[src/hdl/sfo_pkg.sv]
/*
 * Shared constants for the serial flash operation timing block: clock rate,
 * operation durations and their cycle counts, opcodes, status bit positions
 * and the state and operation encodings.
 * Assumes a single system clock of 125 MHz; every count below is derived from it.
 */
`default_nettype none

package sfo_pkg;

	////////////////////////////////////////////////////////////////////////////////
	// Clock and counter widths
	localparam int unsigned CLK_PERIOD_NS = 8;
	localparam int unsigned NS_PER_US     = 1000;
	localparam int unsigned NS_PER_MS     = 1000000;
	localparam int unsigned CNT_W         = 24;

	////////////////////////////////////////////////////////////////////////////////
	// Times as printed
	localparam int unsigned SLEEP_ENTRY_MAX_US     = 3;
	localparam int unsigned SLEEP_RELEASE_MAX_US   = 8;
	localparam int unsigned STATUS_WRITE_TYP_MS    = 8;
	localparam int unsigned STATUS_WRITE_MAX_MS    = 12;
	localparam int unsigned RESET_RECOVERY_MIN_US  = 70;
	localparam int unsigned SUSPEND_LATENCY_MAX_US = 30;
	localparam int unsigned PAGE_WRITE_TYP_MS      = 2;
	localparam int unsigned PAGE_WRITE_MAX_MS      = 3;
	localparam int unsigned WIPE_TYP_MS            = 10;
	localparam int unsigned WIPE_MAX_MS            = 12;

	////////////////////////////////////////////////////////////////////////////////
	// Cycle counts: longest times round down, least times round up
	localparam int unsigned SLEEP_ENTRY_CYC   = SLEEP_ENTRY_MAX_US * NS_PER_US / CLK_PERIOD_NS;
	localparam int unsigned SLEEP_RELEASE_CYC = SLEEP_RELEASE_MAX_US * NS_PER_US / CLK_PERIOD_NS;
	localparam int unsigned SUSPEND_CYC       = SUSPEND_LATENCY_MAX_US * NS_PER_US / CLK_PERIOD_NS;
	localparam int unsigned STATUS_WRITE_MAX_CYC = STATUS_WRITE_MAX_MS * NS_PER_MS / CLK_PERIOD_NS;
	localparam int unsigned PAGE_WRITE_MAX_CYC   = PAGE_WRITE_MAX_MS * NS_PER_MS / CLK_PERIOD_NS;
	localparam int unsigned WIPE_MAX_CYC         = WIPE_MAX_MS * NS_PER_MS / CLK_PERIOD_NS;
	localparam logic [CNT_W-1:0] STATUS_WRITE_CYC =
		CNT_W'(STATUS_WRITE_TYP_MS * NS_PER_MS / CLK_PERIOD_NS);
	localparam logic [CNT_W-1:0] PAGE_WRITE_CYC =
		CNT_W'(PAGE_WRITE_TYP_MS * NS_PER_MS / CLK_PERIOD_NS);
	localparam logic [CNT_W-1:0] WIPE_CYC =
		CNT_W'(WIPE_TYP_MS * NS_PER_MS / CLK_PERIOD_NS);
	localparam logic [CNT_W-1:0] RESET_RECOVERY_CYC =
		CNT_W'((RESET_RECOVERY_MIN_US * NS_PER_US + CLK_PERIOD_NS - 1) / CLK_PERIOD_NS);

	////////////////////////////////////////////////////////////////////////////////
	// Opcodes
	localparam logic [7:0] OPC_PAGE_WRITE           = 8'h02;
	localparam logic [7:0] OPC_TWO_WIRE_PAGE_WRITE  = 8'ha2;
	localparam logic [7:0] OPC_FOUR_WIRE_PAGE_WRITE = 8'h32;
	localparam logic [7:0] OPC_PAGE_WIPE            = 8'h81;
	localparam logic [7:0] OPC_SECTOR_WIPE          = 8'h20;
	localparam logic [7:0] OPC_HALF_BLOCK_WIPE      = 8'h52;
	localparam logic [7:0] OPC_BLOCK_WIPE           = 8'hd8;
	localparam logic [7:0] OPC_CHIP_WIPE_A          = 8'h60;
	localparam logic [7:0] OPC_CHIP_WIPE_B          = 8'hc7;
	localparam logic [7:0] OPC_STATUS_WRITE         = 8'h01;
	localparam logic [7:0] OPC_STATUS_READ          = 8'h05;
	localparam logic [7:0] OPC_SUSPEND_A            = 8'h75;
	localparam logic [7:0] OPC_SUSPEND_B            = 8'hb0;
	localparam logic [7:0] OPC_RESUME_A             = 8'h7a;
	localparam logic [7:0] OPC_RESUME_B             = 8'h30;
	localparam logic [7:0] OPC_RESET_ENABLE         = 8'h66;
	localparam logic [7:0] OPC_RESET                = 8'h99;
	localparam logic [7:0] OPC_DEEP_SLEEP_ENTRY     = 8'hb9;
	localparam logic [7:0] OPC_DEEP_SLEEP_RELEASE   = 8'hab;

	////////////////////////////////////////////////////////////////////////////////
	// Status byte layout and pin idle levels
	localparam int unsigned STAT_BUSY_BIT    = 0;
	localparam int unsigned STAT_SUSPEND_BIT = 7;
	localparam logic [2:0]  PIN_IDLE         = 3'b100;

	////////////////////////////////////////////////////////////////////////////////
	// Encodings
	typedef enum logic [2:0] {
		ST_IDLE        = 3'b000,
		ST_BUSY        = 3'b001,
		ST_SUSPENDING  = 3'b011,
		ST_SUSPENDED   = 3'b010,
		ST_SLEEP_ENTER = 3'b100,
		ST_SLEEP       = 3'b101,
		ST_WAKING      = 3'b111,
		ST_RECOVER     = 3'b110
	} sfo_state_t;

	typedef enum logic [1:0] {
		OP_NONE = 2'h0,
		OP_PROG = 2'h1,
		OP_WIPE = 2'h2,
		OP_SRW  = 2'h3
	} sfo_op_t;

endpackage : sfo_pkg

`default_nettype wire

[src/hdl/sfo_sync.sv]
/*
 * Two-stage synchroniser for a bundle of pin inputs.
 * Assumes the pins are asynchronous to sys_clk; the first stage is read only by the second.
 */
`timescale 1ns/100ps
`default_nettype none

module sfo_sync #(
	parameter int unsigned  W        = 1,
	parameter logic [W-1:0] RST_VAL  = '0
) (
	// Clock and reset
	input  wire logic         sys_clk,
	input  wire logic         reset,
	// Pins in, synchronised copy out
	input  wire logic [W-1:0] pin_in,
	output logic      [W-1:0] pin_sync
);

	logic [W-1:0] meta_q;

	always_ff @(posedge sys_clk) begin
		if (reset) begin
			meta_q   <= RST_VAL;
			pin_sync <= RST_VAL;
		end else begin
			meta_q   <= pin_in;
			pin_sync <= meta_q;
		end
	end

endmodule : sfo_sync

`default_nettype wire

[src/hdl/sfo_timing.sv]
/*
 * Operation timing core of a serial flash: decodes opcodes from the serial pins and
 * times program, wipe, status write, suspend, deep sleep and command reset; reports
 * busy and suspend state in the status byte returned by a status read.
 * Assumes serial mode 0 with the serial clock well below a quarter of sys_clk.
 */
// What this block does
// - Deep sleep is reached within 3 us after chip select rises on the entry command.
// - Standby returns within 8 us after the release command, and the host waits that long.
// - A status write stays busy typically 8 ms, at most 12 ms.
// - A reset during program or wipe leaves the device not ready for at least 70 us.
// - A reset during a status write recovers in the status write cycle time, 8 ms typical, 12 ms at most.
// - A suspend completes within 30 us and then the operation is halted.
// - Suspend and resume are accepted any number of times during one program or wipe; a status write is never suspended.
// - A page write of up to 256 bytes stays busy typically 2 ms, at most 3 ms.
// - Every wipe type stays busy typically 10 ms, at most 12 ms.
`timescale 1ns/100ps
`default_nettype none

module sfo_timing #(
	parameter logic [sfo_pkg::CNT_W-1:0] PAGE_WRITE_CYCLES     = sfo_pkg::PAGE_WRITE_CYC,
	parameter logic [sfo_pkg::CNT_W-1:0] WIPE_CYCLES           = sfo_pkg::WIPE_CYC,
	parameter logic [sfo_pkg::CNT_W-1:0] STATUS_WRITE_CYCLES   = sfo_pkg::STATUS_WRITE_CYC,
	parameter logic [sfo_pkg::CNT_W-1:0] RESET_RECOVERY_CYCLES = sfo_pkg::RESET_RECOVERY_CYC
) (
	// Clock and reset
	input  wire logic sys_clk,
	input  wire logic reset,
	// Serial pins from the host
	input  wire logic spi_sclk,
	input  wire logic spi_cs_n,
	input  wire logic spi_mosi,
	// Serial data back to the host
	output logic      spi_miso,
	output logic      spi_miso_oe,
	// Operation state
	output logic      status_busy,
	output logic      op_suspended,
	output logic      in_deep_sleep
);

	import sfo_pkg::*;

	////////////////////////////////////////////////////////////////////////////////
	// Pin sampling and edges

	logic [2:0]       pin_s;
	logic             cs_n_s;
	logic             sclk_s;
	logic             mosi_s;
	logic             sclk_prev_q;
	logic             cs_prev_q;
	logic             sclk_rise;
	logic             sclk_fall;
	logic             cs_rise;

	sfo_sync #(
		.W       (3),
		.RST_VAL (PIN_IDLE)
	) u_pin_sync (
		.sys_clk  (sys_clk),
		.reset    (reset),
		.pin_in   ({spi_cs_n, spi_sclk, spi_mosi}),
		.pin_sync (pin_s)
	);

	assign {cs_n_s, sclk_s, mosi_s} = pin_s;
	assign sclk_rise = sclk_s & ~sclk_prev_q;
	assign sclk_fall = ~sclk_s & sclk_prev_q;
	assign cs_rise   = cs_n_s & ~cs_prev_q;

	always_ff @(posedge sys_clk) begin
		if (reset) begin
			sclk_prev_q <= 1'b0;
			cs_prev_q   <= 1'b1;
		end else begin
			sclk_prev_q <= sclk_s;
			cs_prev_q   <= cs_n_s;
		end
	end

	////////////////////////////////////////////////////////////////////////////////
	// Opcode capture

	logic [3:0]       bit_cnt_q;
	logic [7:0]       shift_q;
	logic [7:0]       opc_q;
	logic             have_opc;
	logic             cmd_done;
	logic             rst_en_q;
	logic             reset_cmd;
	logic             asleep;
	sfo_state_t       state_q;

	assign have_opc = bit_cnt_q[3];
	// Commands take effect when chip select rises after a whole opcode
	assign cmd_done = cs_rise & have_opc;
	assign asleep   = (state_q == ST_SLEEP_ENTER) || (state_q == ST_SLEEP) ||
	                  (state_q == ST_WAKING);
	assign reset_cmd = cmd_done && (opc_q == OPC_RESET) && rst_en_q;

	always_ff @(posedge sys_clk) begin
		if (reset) begin
			bit_cnt_q <= 4'h0;
			shift_q   <= 8'h00;
			opc_q     <= 8'h00;
		end else if (cs_n_s) begin
			bit_cnt_q <= 4'h0;
		end else if (sclk_rise) begin
			shift_q <= {shift_q[6:0], mosi_s};
			// Wraps within 8..15 so byte boundaries stay visible in long reads
			bit_cnt_q <= (bit_cnt_q == 4'hf) ? 4'h8 : bit_cnt_q + 4'h1;
			if (bit_cnt_q == 4'h7) begin
				opc_q <= {shift_q[6:0], mosi_s};
			end
		end
	end

	// Reset must come directly after its enable
	always_ff @(posedge sys_clk) begin
		if (reset) begin
			rst_en_q <= 1'b0;
		end else if (cmd_done) begin
			rst_en_q <= (opc_q == OPC_RESET_ENABLE) && !asleep;
		end
	end

	////////////////////////////////////////////////////////////////////////////////
	// Decoding

	function automatic sfo_op_t op_of(input logic [7:0] opc);
		case (opc)
			OPC_PAGE_WRITE, OPC_TWO_WIRE_PAGE_WRITE, OPC_FOUR_WIRE_PAGE_WRITE: op_of = OP_PROG;
			OPC_PAGE_WIPE, OPC_SECTOR_WIPE, OPC_HALF_BLOCK_WIPE, OPC_BLOCK_WIPE,
			OPC_CHIP_WIPE_A, OPC_CHIP_WIPE_B: op_of = OP_WIPE;
			OPC_STATUS_WRITE: op_of = OP_SRW;
			default: op_of = OP_NONE;
		endcase
	endfunction : op_of

	function automatic logic [CNT_W-1:0] op_len(input sfo_op_t op);
		case (op)
			OP_PROG: op_len = PAGE_WRITE_CYCLES;
			OP_WIPE: op_len = WIPE_CYCLES;
			OP_SRW:  op_len = STATUS_WRITE_CYCLES;
			default: op_len = '0;
		endcase
	endfunction : op_len

	function automatic logic is_resume(input logic [7:0] opc);
		is_resume = (opc == OPC_RESUME_A) || (opc == OPC_RESUME_B);
	endfunction : is_resume

	////////////////////////////////////////////////////////////////////////////////
	// Operation sequencer

	sfo_op_t          op_q;
	logic [CNT_W-1:0] op_cnt_q;
	logic [CNT_W-1:0] tmr_q;
	logic [CNT_W-1:0] recover_len;

	// A status write interrupted by reset needs its full cycle to settle
	assign recover_len = (op_q == OP_SRW) ? STATUS_WRITE_CYCLES : RESET_RECOVERY_CYCLES;

	always_ff @(posedge sys_clk) begin
		if (reset) begin
			state_q  <= ST_IDLE;
			op_q     <= OP_NONE;
			op_cnt_q <= '0;
			tmr_q    <= '0;
		end else begin
			case (state_q)
				ST_IDLE: begin
					if (cmd_done && op_of(opc_q) != OP_NONE) begin
						state_q  <= ST_BUSY;
						op_q     <= op_of(opc_q);
						op_cnt_q <= op_len(op_of(opc_q));
					end else if (cmd_done && opc_q == OPC_DEEP_SLEEP_ENTRY) begin
						state_q <= ST_SLEEP_ENTER;
						tmr_q   <= CNT_W'(SLEEP_ENTRY_CYC);
					end
				end
				ST_BUSY: begin
					op_cnt_q <= op_cnt_q - 1'b1;
					if (reset_cmd) begin
						state_q <= ST_RECOVER;
						tmr_q   <= recover_len;
					end else if (op_cnt_q <= 1) begin
						state_q <= ST_IDLE;
						op_q    <= OP_NONE;
					end else if (cmd_done && op_q != OP_SRW &&
					             (opc_q == OPC_SUSPEND_A || opc_q == OPC_SUSPEND_B)) begin
						state_q <= ST_SUSPENDING;
						tmr_q   <= CNT_W'(SUSPEND_CYC);
					end
				end
				ST_SUSPENDING: begin
					// Operation still runs until the latency ends; it may finish first
					op_cnt_q <= op_cnt_q - 1'b1;
					tmr_q    <= tmr_q - 1'b1;
					if (reset_cmd) begin
						state_q <= ST_RECOVER;
						tmr_q   <= recover_len;
					end else if (op_cnt_q <= 1) begin
						state_q <= ST_IDLE;
						op_q    <= OP_NONE;
					end else if (tmr_q <= 1) begin
						state_q <= ST_SUSPENDED;
					end
				end
				ST_SUSPENDED: begin
					if (reset_cmd) begin
						state_q <= ST_RECOVER;
						tmr_q   <= recover_len;
					end else if (cmd_done && is_resume(opc_q)) begin
						state_q <= ST_BUSY;
					end
				end
				ST_SLEEP_ENTER: begin
					tmr_q <= tmr_q - 1'b1;
					if (tmr_q <= 1) begin
						state_q <= ST_SLEEP;
					end
				end
				ST_SLEEP: begin
					if (cmd_done && opc_q == OPC_DEEP_SLEEP_RELEASE) begin
						state_q <= ST_WAKING;
						tmr_q   <= CNT_W'(SLEEP_RELEASE_CYC);
					end
				end
				ST_WAKING: begin
					tmr_q <= tmr_q - 1'b1;
					if (tmr_q <= 1) begin
						state_q <= ST_IDLE;
					end
				end
				ST_RECOVER: begin
					tmr_q <= tmr_q - 1'b1;
					if (tmr_q <= 1) begin
						state_q  <= ST_IDLE;
						op_q     <= OP_NONE;
						op_cnt_q <= '0;
					end
				end
				default: begin
					state_q <= ST_IDLE;
				end
			endcase
		end
	end

	////////////////////////////////////////////////////////////////////////////////
	// Status flags and status read

	logic [7:0]       stat_live;
	logic [7:0]       stat_sh_q;

	always_ff @(posedge sys_clk) begin
		if (reset) begin
			status_busy   <= 1'b0;
			op_suspended  <= 1'b0;
			in_deep_sleep <= 1'b0;
		end else begin
			status_busy   <= (state_q == ST_BUSY) || (state_q == ST_SUSPENDING) ||
			                 (state_q == ST_RECOVER);
			op_suspended  <= (state_q == ST_SUSPENDED);
			in_deep_sleep <= (state_q == ST_SLEEP);
		end
	end

	always_comb begin
		stat_live                   = 8'h00;
		stat_live[STAT_BUSY_BIT]    = status_busy;
		stat_live[STAT_SUSPEND_BIT] = op_suspended;
	end

	// Status repeats each byte and is refreshed at every byte boundary
	always_ff @(posedge sys_clk) begin
		if (reset) begin
			spi_miso    <= 1'b0;
			spi_miso_oe <= 1'b0;
			stat_sh_q   <= 8'h00;
		end else if (cs_n_s || asleep) begin
			spi_miso_oe <= 1'b0;
		end else if (sclk_fall && have_opc && opc_q == OPC_STATUS_READ) begin
			spi_miso_oe <= 1'b1;
			if (bit_cnt_q[2:0] == 3'h0) begin
				spi_miso  <= stat_live[7];
				stat_sh_q <= {stat_live[6:0], 1'b0};
			end else begin
				spi_miso  <= stat_sh_q[7];
				stat_sh_q <= {stat_sh_q[6:0], 1'b0};
			end
		end
	end

	////////////////////////////////////////////////////////////////////////////////
	// Checks

	localparam int A_SLEEP_MAX = SLEEP_ENTRY_CYC + 1;
	localparam int A_WAKE_MAX  = SLEEP_RELEASE_CYC;

	sfo_state_t       prev_state_q;
	logic [CNT_W-1:0] stay_q;

	// Cycles spent in the current state
	always_ff @(posedge sys_clk) begin
		if (reset) begin
			prev_state_q <= ST_IDLE;
			stay_q       <= '0;
		end else begin
			prev_state_q <= state_q;
			stay_q       <= (prev_state_q != state_q) ? '0 : stay_q + 1'b1;
		end
	end
endmodule : sfo_timing

`default_nettype wire

[config.mk]
export PLATFORM = sky130hd
export DESIGN_NAME = sfo_timing
export DESIGN_NICKNAME = d
export VERILOG_FILES = /design/src/hdl/sfo_pkg.sv /design/src/hdl/sfo_sync.sv /design/src/hdl/sfo_timing.sv
export SDC_FILE = /design/constraint.sdc
export NUM_CORES = 1
export LEC_CHECK = 0
export ABC_AREA = 1
export BUFFER_PORTS_ARGS = -buffer_cell sky130_fd_sc_hd__buf_2
export CORE_ASPECT_RATIO = 1.75
export CORE_MARGIN = 1.5
export CORE_UTILIZATION = 35
export DETAILED_ROUTE_END_ITERATION = 10
export PLACE_DENSITY = 0.59
export RECOVER_POWER = 25
export SYNTH_ARGS = -nofsm -noshare
export SYNTH_HDL_FRONTEND = slang
export SYNTH_SLANG_ARGS = --single-unit
[constraint.sdc]
create_clock -name sys_clk -period 4.7 [get_ports sys_clk]
set_input_delay 0.705 -clock sys_clk [delete_from_list [all_inputs] [get_ports sys_clk]]
set_output_delay 0.705 -clock sys_clk [all_outputs]
set_load 0.03 [all_outputs]
==> metrics.md, run 1 <==
| Metric | Value |
|---|---|
| #FFs+latches synth | `93` |
| Chip Width | `98.87 um` |
| Filler instances | `1719` |
| CTS tree | `yes` |
| Insertion delay to the later sink of the worst-skew pair | `0.36 ns` |
| Post-route ant nets | `0` |
| Largest fanout of any net on the critical path | `21` |
| Commonest non-fill, non-tap cell in the layout | `sky130_fd_sc_hd__nand2_1` |
| Pin count of the biggest net entering global routing | `34` |
| Clock Tree Buf Depth | `2` |
| Detail Placement HPWL | `12.00 mm` |
| Achievable frequency | `320.9 MHz` |
| Fin. max-slew vios | `0` |
| I/O Pins | `10` |
| Share of synthesized registers carrying an async set or reset | `0` |
| Initial DRT Pass Iterations | `5` |
| Net total in the final layout | `931` |
| Avg Cell Area, Syn | `6.166 um^2` |
| Leakage power | `2.784 nW` |
| Post-CTS resize count | `0` |
| Total routed wirelength | `15.83 mm` |
| Initial cell density of the core | `0.3563` |
| Drt wl/cell | `14.28 um` |
| Area Growth Syn to Fin | `8.491%` |
| Post-Place Cells | `1093` |
| Skew final | `0.009640 ns` |
| First-pass GRT wire length | `25.91 mm` |
| Number of enable flip-flop cells after synthesis | `0` |
| Final instance area | `6107 um^2` |
| Synth top area share | `0.3307` |
| Total standard cell area after synthesis | `5629 um^2` |
| Antenna violations before repair | `0` |
| Share of final-layout standard cells stronger than drive strength 1 | `0.05543` |
| Count of input and output buffers | `9` |
| Cell types occupying the most area after synthesis | `sky130_fd_sc_hd__dfxtp_1 33%, sky130_fd_sc_hd__nand2_1 16%, sky130_fd_sc_hd__nor2_1 10%` |
| Total power per unit cell area | `256.6 nW/um^2` |
| DRC errors left | `0` |
| Required time worst endpoint | `4.99 ns` |
| Maximum Capacitance Violations | `0` |
| TritonCTS Buffers | `9` |
| Full die area | `16880 um^2` |
| Sinks on the clock net | `93` |
| Overall via count from detail_route | `5612` |
| Final RePlAce weighted congestion | `0.9684` |
| Worst Setup End Kind | `register` |
| Post-synthesis net count | `929` |
| Buffer cell driving the clock tree root | `sky130_fd_sc_hd__clkbuf_16` |
| Critical path type | `register to register` |
| Sequential share of the synthesized area | `0.3307` |
| Placed Area | `5826 um^2` |
| Cells after synthesis | `913` |
| Vias in the first global route | `5457` |
| Vias per cell | `5.060` |
| CTS Hold Bufs | `0` |
| Actual slew at the worst max-slew pin | `1.447 ns` |
| Final hold violation count | `0` |
| DRC violation total after the first TritonRoute iteration | `252` |
| Worst hold margin | `0.4032 ns` |
| Cell accounting for the most synthesized area | `sky130_fd_sc_hd__dfxtp_1` |
| Clock-pin slew of the registers on the worst-case setup and hold paths | `0.07 ns` |
| Placement row count | `61` |
| Count of cell types in the netlist | `38` |
| Non-filler instance count after layout | `1109` |
| Std-Cell Core Area | `15800 um^2` |
| Overall global routing resource usage | `0.1951` |
| CTS H-Tree Depth | `3` |
| Final period demand of the worst path | `3.116 ns` |
| Setup repair bufs after CTS | `0` |
| Global-route congestion overflow total | `0` |
| Primary flip-flop cell chosen by synthesis mapping | `sky130_fd_sc_hd__dfxtp_1` |
| Slew headroom | `0.03523` |
| Setup tns final | `0 ns` |
| Hold WC Path Type | `register to register` |
| Critical path launch point type | `register` |
| Final Cycle Share | `0.6630` |
| Vertical die dimension | `170.8 um` |
| Unrepaired setup endpoints after global routing | `false` |
| Arrival time reported for the critical path endpoint | `3.41 ns` |
| Most frequent cells in the layout | `234 x sky130_fd_sc_hd__nand2_1, 158 x sky130_fd_sc_hd__nor2_1, 107 x sky130_fd_sc_hd__inv_1` |
| Result of the run | `complete, no violations` |
| Maximum resistive drop on vdd | `183.1 uV` |
| Antenna Cells | `0` |
| Setup Viol. Count Final | `0` |
| Synth Warn # | `0` |
cell families (layout without fill, tap and decap cells):
group	count (synthesis)	after routing	share of synthesized area
adders and majority gates	11	11	0.02445
xor gates and xnor gates	12	12	0.01867
and+or+nand+nor	510	510	0.3832
AOI/OAI and AO/OA	152	152	0.1458
buffers and inverters	134	141	0.09513
muxes	1	1	0.002000
DFF	93	93	0.3307
sequential cells by signal (all words and copies together) (netlist names):
| signal | count |
|---|---|
| rst_en_q | 1 |
| op_cnt_q | 24 |
| shift_q | 7 |
| spi_miso_oe | 1 |
| op_q | 2 |
| u_pin_sync.pin_sync | 3 |
| in_deep_sleep | 1 |
| sclk_prev_q | 1 |
| u_pin_sync.meta_q | 3 |
| spi_miso | 1 |
| tmr_q | 24 |
| state_q | 3 |
| stat_sh_q | 7 |
| op_suspended | 1 |
| bit_cnt_q | 4 |
| status_busy | 1 |
| opc_q | 8 |
| cs_prev_q | 1 |
stage by stage:
stage | total power (W) | setup WS (ns) | util
after floorplan | 0.0008264 | 2.485 | -
after global placement | 0.0008351 | 1.756 | 0.3687
after detailed placement | 0.0008351 | 1.661 | 0.3687
after CTS | 0.001585 | 1.637 | 0.3877
after global routing | 0.001623 | 1.211 | 0.3866
final | 0.001567 | 1.584 | 0.3866
per-layer routing:
layer,up-vias,track usage,share of wire
met5,-,0,0
met4,0,0.1161,0.051
met3,50,0.02574,0.019
met2,87,0.3862,0.55
met1,2543,0.1869,0.38
li1,2932,-,-
Yosys cell counts, types with 5 or more instances:
master	n
sky130_fd_sc_hd__xor2_1	9
sky130_fd_sc_hd__a211oi_1	10
sky130_fd_sc_hd__nand2_1	234
sky130_fd_sc_hd__clkbuf_1	10
sky130_fd_sc_hd__ha_1	11
sky130_fd_sc_hd__o21ai_0	59
sky130_fd_sc_hd__nor3_1	18
sky130_fd_sc_hd__inv_1	107
sky130_fd_sc_hd__nor2_2	8
sky130_fd_sc_hd__nand3_1	55
sky130_fd_sc_hd__nand3b_1	7
sky130_fd_sc_hd__nor2_1	157
sky130_fd_sc_hd__nand4_1	14
sky130_fd_sc_hd__buf_2	5
sky130_fd_sc_hd__a21oi_1	69
sky130_fd_sc_hd__dfxtp_1	93
power breakdown:
group	switching, W	total, W	internal (W)	leakage, nW
clock network	0.000362	0.000752	0.000390	0.149
registers	0.00000148	0.000792	0.000790	0.750
logic	0.0000182	0.0000237	0.00000545	1.88
critical path: stages, from the launching register on:
cell                      delay, ns
sky130_fd_sc_hd__dfxtp_1       0.36
sky130_fd_sc_hd__inv_1         0.09
sky130_fd_sc_hd__nor2_1        0.19
sky130_fd_sc_hd__nand2_1       0.12
sky130_fd_sc_hd__nor2_1        0.09
sky130_fd_sc_hd__o21ai_0       0.09
sky130_fd_sc_hd__nand3_1       0.18
sky130_fd_sc_hd__inv_1         0.12
sky130_fd_sc_hd__ha_1          0.21
sky130_fd_sc_hd__nor2_1        0.11
sky130_fd_sc_hd__nor2_1        0.08
sky130_fd_sc_hd__a21oi_1       0.18
sky130_fd_sc_hd__o21ai_2       0.27
sky130_fd_sc_hd__buf_4         0.27
sky130_fd_sc_hd__inv_2         0.26
sky130_fd_sc_hd__nand2_1       0.16
sky130_fd_sc_hd__nand2_1       0.09
sky130_fd_sc_hd__nand2_1       0.05
sky130_fd_sc_hd__nor2_1        0.14
worst paths after layout:
kind | startpoint | endpoint | slack [ns] | depth (start not counted)
worst max-delay path | opc_q[1] | op_q[1] | 1.58 | 18
worst min-delay path | u_pin_sync.meta_q[0] | u_pin_sync.pin_sync[0] | 0.40 | 2
worst max register to register | opc_q[1] | op_q[1] | 1.58 | 18
worst min register to register | u_pin_sync.meta_q[0] | u_pin_sync.pin_sync[0] | 0.40 | 2
area by class of cell:
type,instances,area (um^2),share of cell area
tap,189,236.5,0.03872
timing repair buffer,13,60.06,0.009834
sequential,93,1862,0.3049
inverter,112,420.4,0.06884
clock buffer,10,239.0,0.03913
clock inverter,6,60.06,0.009834
multi-input combinational,686,3229,0.5288
Note: power is estimated with default switching activity, not from simulation.
==> inputs of run 2 (changes only) <==
PLACE_DENSITY = 0.61   (was 0.59)
clock period = 2.61 ns   (was 4.7 ns; I/O delays follow)
==> run 2 against run 1 <==
Utilization up 1.4 points. Die area unchanged. Sequential power increased by 81%. Global-route usage is 0.75 points lower. Worst setup slack got worse by 1.4 ns. Via count is 0.41% higher. Register-to-register slack worse by 1.4 ns. Wire length is 1.2% lower. Critical path depth decreased by 1. Total power up 83%. Clock skew down 0.0015 ns. Hold slack got worse by 0.18 ns. Largest power group unchanged. Highest routed layer unchanged.
==> metrics.md, run 2 (synthesis gave the netlist of run 1 again) <==
| Metric | Value |
|---|---|
| Leakage power | `2.892 nW (+3.9%)` |
| I/O Pins | `10 (unchanged)` |
| Drt wl/cell | `13.85 um (-2.9%)` |
| Total power per unit cell area | `453.3 nW/um^2 (+77%)` |
| Maximum resistive drop on vdd | `325.9 uV (+78%)` |
| Full die area | `16880 um^2 (unchanged)` |
| Worst setup path startpoint | `opc_q[7]` |
| Detail Placement HPWL | `11.91 mm (-0.81%)` |
| Setup Viol. Count Final | `0 (unchanged)` |
| Overall via count from detail_route | `5635 (+0.41%)` |
| Launch instance of the worst register-to-register path | `opc_q[7]` |
| Initial cell density of the core | `0.3563 (unchanged)` |
| Insertion delay to the later sink of the worst-skew pair | `0.35 ns (about the same)` |
| Vias per cell | `4.991 (-1.4%)` |
| Total routed wirelength | `15.64 mm (-1.2%)` |
| Antenna violations before repair | `0 (unchanged)` |
| Hold WC Path Type | `input pin to register` |
| Net total in the final layout | `951 (+2.1%)` |
| Global-route congestion overflow total | `0 (unchanged)` |
| Area Growth Syn to Fin | `12.47%` |
| Final RePlAce weighted congestion | `0.9651 (-0.34%)` |
| Share of final-layout standard cells stronger than drive strength 1 | `0.08617 (+0.03074)` |
| Vertical die dimension | `170.8 um (unchanged)` |
| DRC violation total after the first TritonRoute iteration | `207 (-18%)` |
| Sinks on the clock net | `93 (unchanged)` |
| Largest registers | `op_cnt_q x24, tmr_q x24, opc_q x8` |
| First-pass GRT wire length | `25.09 mm (-3.2%)` |
| Placement row count | `61 (unchanged)` |
| Most frequent cells in the layout | `233 x sky130_fd_sc_hd__nand2_1, 155 x sky130_fd_sc_hd__nor2_1, 107 x sky130_fd_sc_hd__inv_1` |
| Result of the run | `complete, no violations` |
| CTS tree | `yes` |
| Pin count of the biggest net entering global routing | `48 (+41%)` |
| Total power consumption of the routed design | `0.002870 W (+83%)` |
| Setup tns final | `0 ns (unchanged)` |
| Fin. max-slew vios | `0 (unchanged)` |
| Vias in the first global route | `5370 (-1.6%)` |
| Maximum Capacitance Violations | `0 (unchanged)` |
| Critical path launch point type | `register` |
| Final hold violation count | `0 (unchanged)` |
| Worst Setup End Kind | `register` |
| Required time worst endpoint | `2.85 ns (-2.14 ns)` |
| Startpoint of the lowest-slack hold path | `spi_cs_n` |
| DRC errors left | `0 (unchanged)` |
| Unrepaired setup endpoints after global routing | `false` |
| Critical path type | `register to register` |
| Achievable frequency | `420.7 MHz (+31%)` |
| Actual slew at the worst max-slew pin | `1.128 ns (-0.3188 ns)` |
| Slew headroom | `0.2477 (+0.2125)` |
| Final WS setup | `0.2330 ns (-1.351 ns)` |
| TritonCTS Buffers | `9 (unchanged)` |
| Buffer cell driving the clock tree root | `sky130_fd_sc_hd__clkbuf_16` |
| Filler instances | `1709 (-0.58%)` |
| Final Cycle Share | `0.9107 (+0.2477)` |
| Arrival time reported for the critical path endpoint | `2.62 ns (-0.79 ns)` |
| Std-Cell Core Area | `15800 um^2 (unchanged)` |
| Commonest non-fill, non-tap cell in the layout | `sky130_fd_sc_hd__nand2_1` |
| Final period demand of the worst path | `2.377 ns (-0.7392 ns)` |
| Skew final | `0.008181 ns (-0.001459 ns)` |
| Worst setup timing slack at the placement stage | `0.08425 ns (-1.577 ns)` |
| Largest fanout of any net on the critical path | `12 (-43%)` |
| Worst hold margin | `0.2215 ns (-0.1817 ns)` |
| CTS H-Tree Depth | `3 (unchanged)` |
| Clock Tree Buf Depth | `2 (unchanged)` |
| Antenna Cells | `0 (unchanged)` |
| Count of input and output buffers | `9 (unchanged)` |
| Clock-pin slew of the registers on the worst-case setup and hold paths | `0.07 ns (about the same)` |
| Overall global routing resource usage | `0.1876 (-0.007452)` |
| Chip Width | `98.87 um (unchanged)` |
| Post-route ant nets | `0 (unchanged)` |
| Initial DRT Pass Iterations | `6 (+1)` |
run 2: cell types whose count changed in the layout (fill, tap and decap cells not counted), sizes merged:
| cell | change |
|---|---|
| clkinv | +2 |
| buf | +21 |
| clkbuf | -2 |
| bufinv | +1 |
| inv | -3 |
| clkinvlp | +1 |
run 2: critical path, stage by stage, from the launching register on:
cell and delay, ns:
sky130_fd_sc_hd__dfxtp_1 0.42, sky130_fd_sc_hd__inv_1 0.12, sky130_fd_sc_hd__nand2_1 0.12, sky130_fd_sc_hd__nor2_1 0.05, sky130_fd_sc_hd__o21ai_0 0.16, sky130_fd_sc_hd__nand3_1 0.12
sky130_fd_sc_hd__inv_1 0.12, sky130_fd_sc_hd__ha_1 0.18, sky130_fd_sc_hd__nor2_1 0.05, sky130_fd_sc_hd__nor2_1 0.15, sky130_fd_sc_hd__a21oi_2 0.07, sky130_fd_sc_hd__o21ai_4 0.15
sky130_fd_sc_hd__clkinv_4 0.17, sky130_fd_sc_hd__buf_4 0.17, sky130_fd_sc_hd__nand2_1 0.09, sky130_fd_sc_hd__nand2_1 0.06, sky130_fd_sc_hd__nand2_1 0.05, sky130_fd_sc_hd__nor2_1 0.04
run 2: final cells by class:
class                           instances  area (um^2)  area share
Clock buffer                            9        225.2     0.03557
Multi-Input combinational cell        686         3272      0.5168
Tap cell                              189        236.5     0.03735
Clock inverter                          7        91.34     0.01443
Timing Repair Buffer                   33        216.5     0.03419
Inverter                              112        425.4     0.06719
Sequential cell                        93         1864      0.2945
run 2: path summary, 6_finish.rpt:
kind                             to  slack [ns]  cells after the start
min            u_pin_sync.meta_q[2]        0.22                      2
min reg2reg  u_pin_sync.pin_sync[0]        0.41                      2
max reg2reg                 op_q[1]        0.23                     17
max                         op_q[1]        0.23                     17
run 2: power by group:
| part | leakage (nW) | switching, W | internal [W] | total, W |
|---|---|---|---|---|
| sequential | 0.751 | 0.00000313 | 0.00142 | 0.00143 |
| clock | 0.151 | 0.000628 | 0.000767 | 0.00140 |
| combinational | 1.99 | 0.0000352 | 0.0000137 | 0.0000489 |
run 2: routing by layer:
metal | vias up | GRT usage | wire (um)
li1 | 2976 | - | -
met1 | 2523 | 0.1783 | 5931
met2 | 90 | 0.3709 | 8573
met3 | 46 | 0.02328 | 322
met4 | 0 | 0.1186 | 815
met5 | - | 0 | 0
run 2: through the flow:
stage                     instances    util  instance area, um^2
after detailed placement       1108  0.3759                 5938
after CTS                      1124  0.3959                 6255
final                          1129  0.4007                 6331
after global routing           1129  0.4007                 6331
after global placement         1108  0.3759                 5938
after floorplan                 913       -                 5629
run 2: what timing repair did:
action | in CTS | in global routing
hold buffers | 0 | 0
resized for setup | 0 | 15
endpoints found under the setup margin | 0 | 28
buffers inserted | 0 | 5
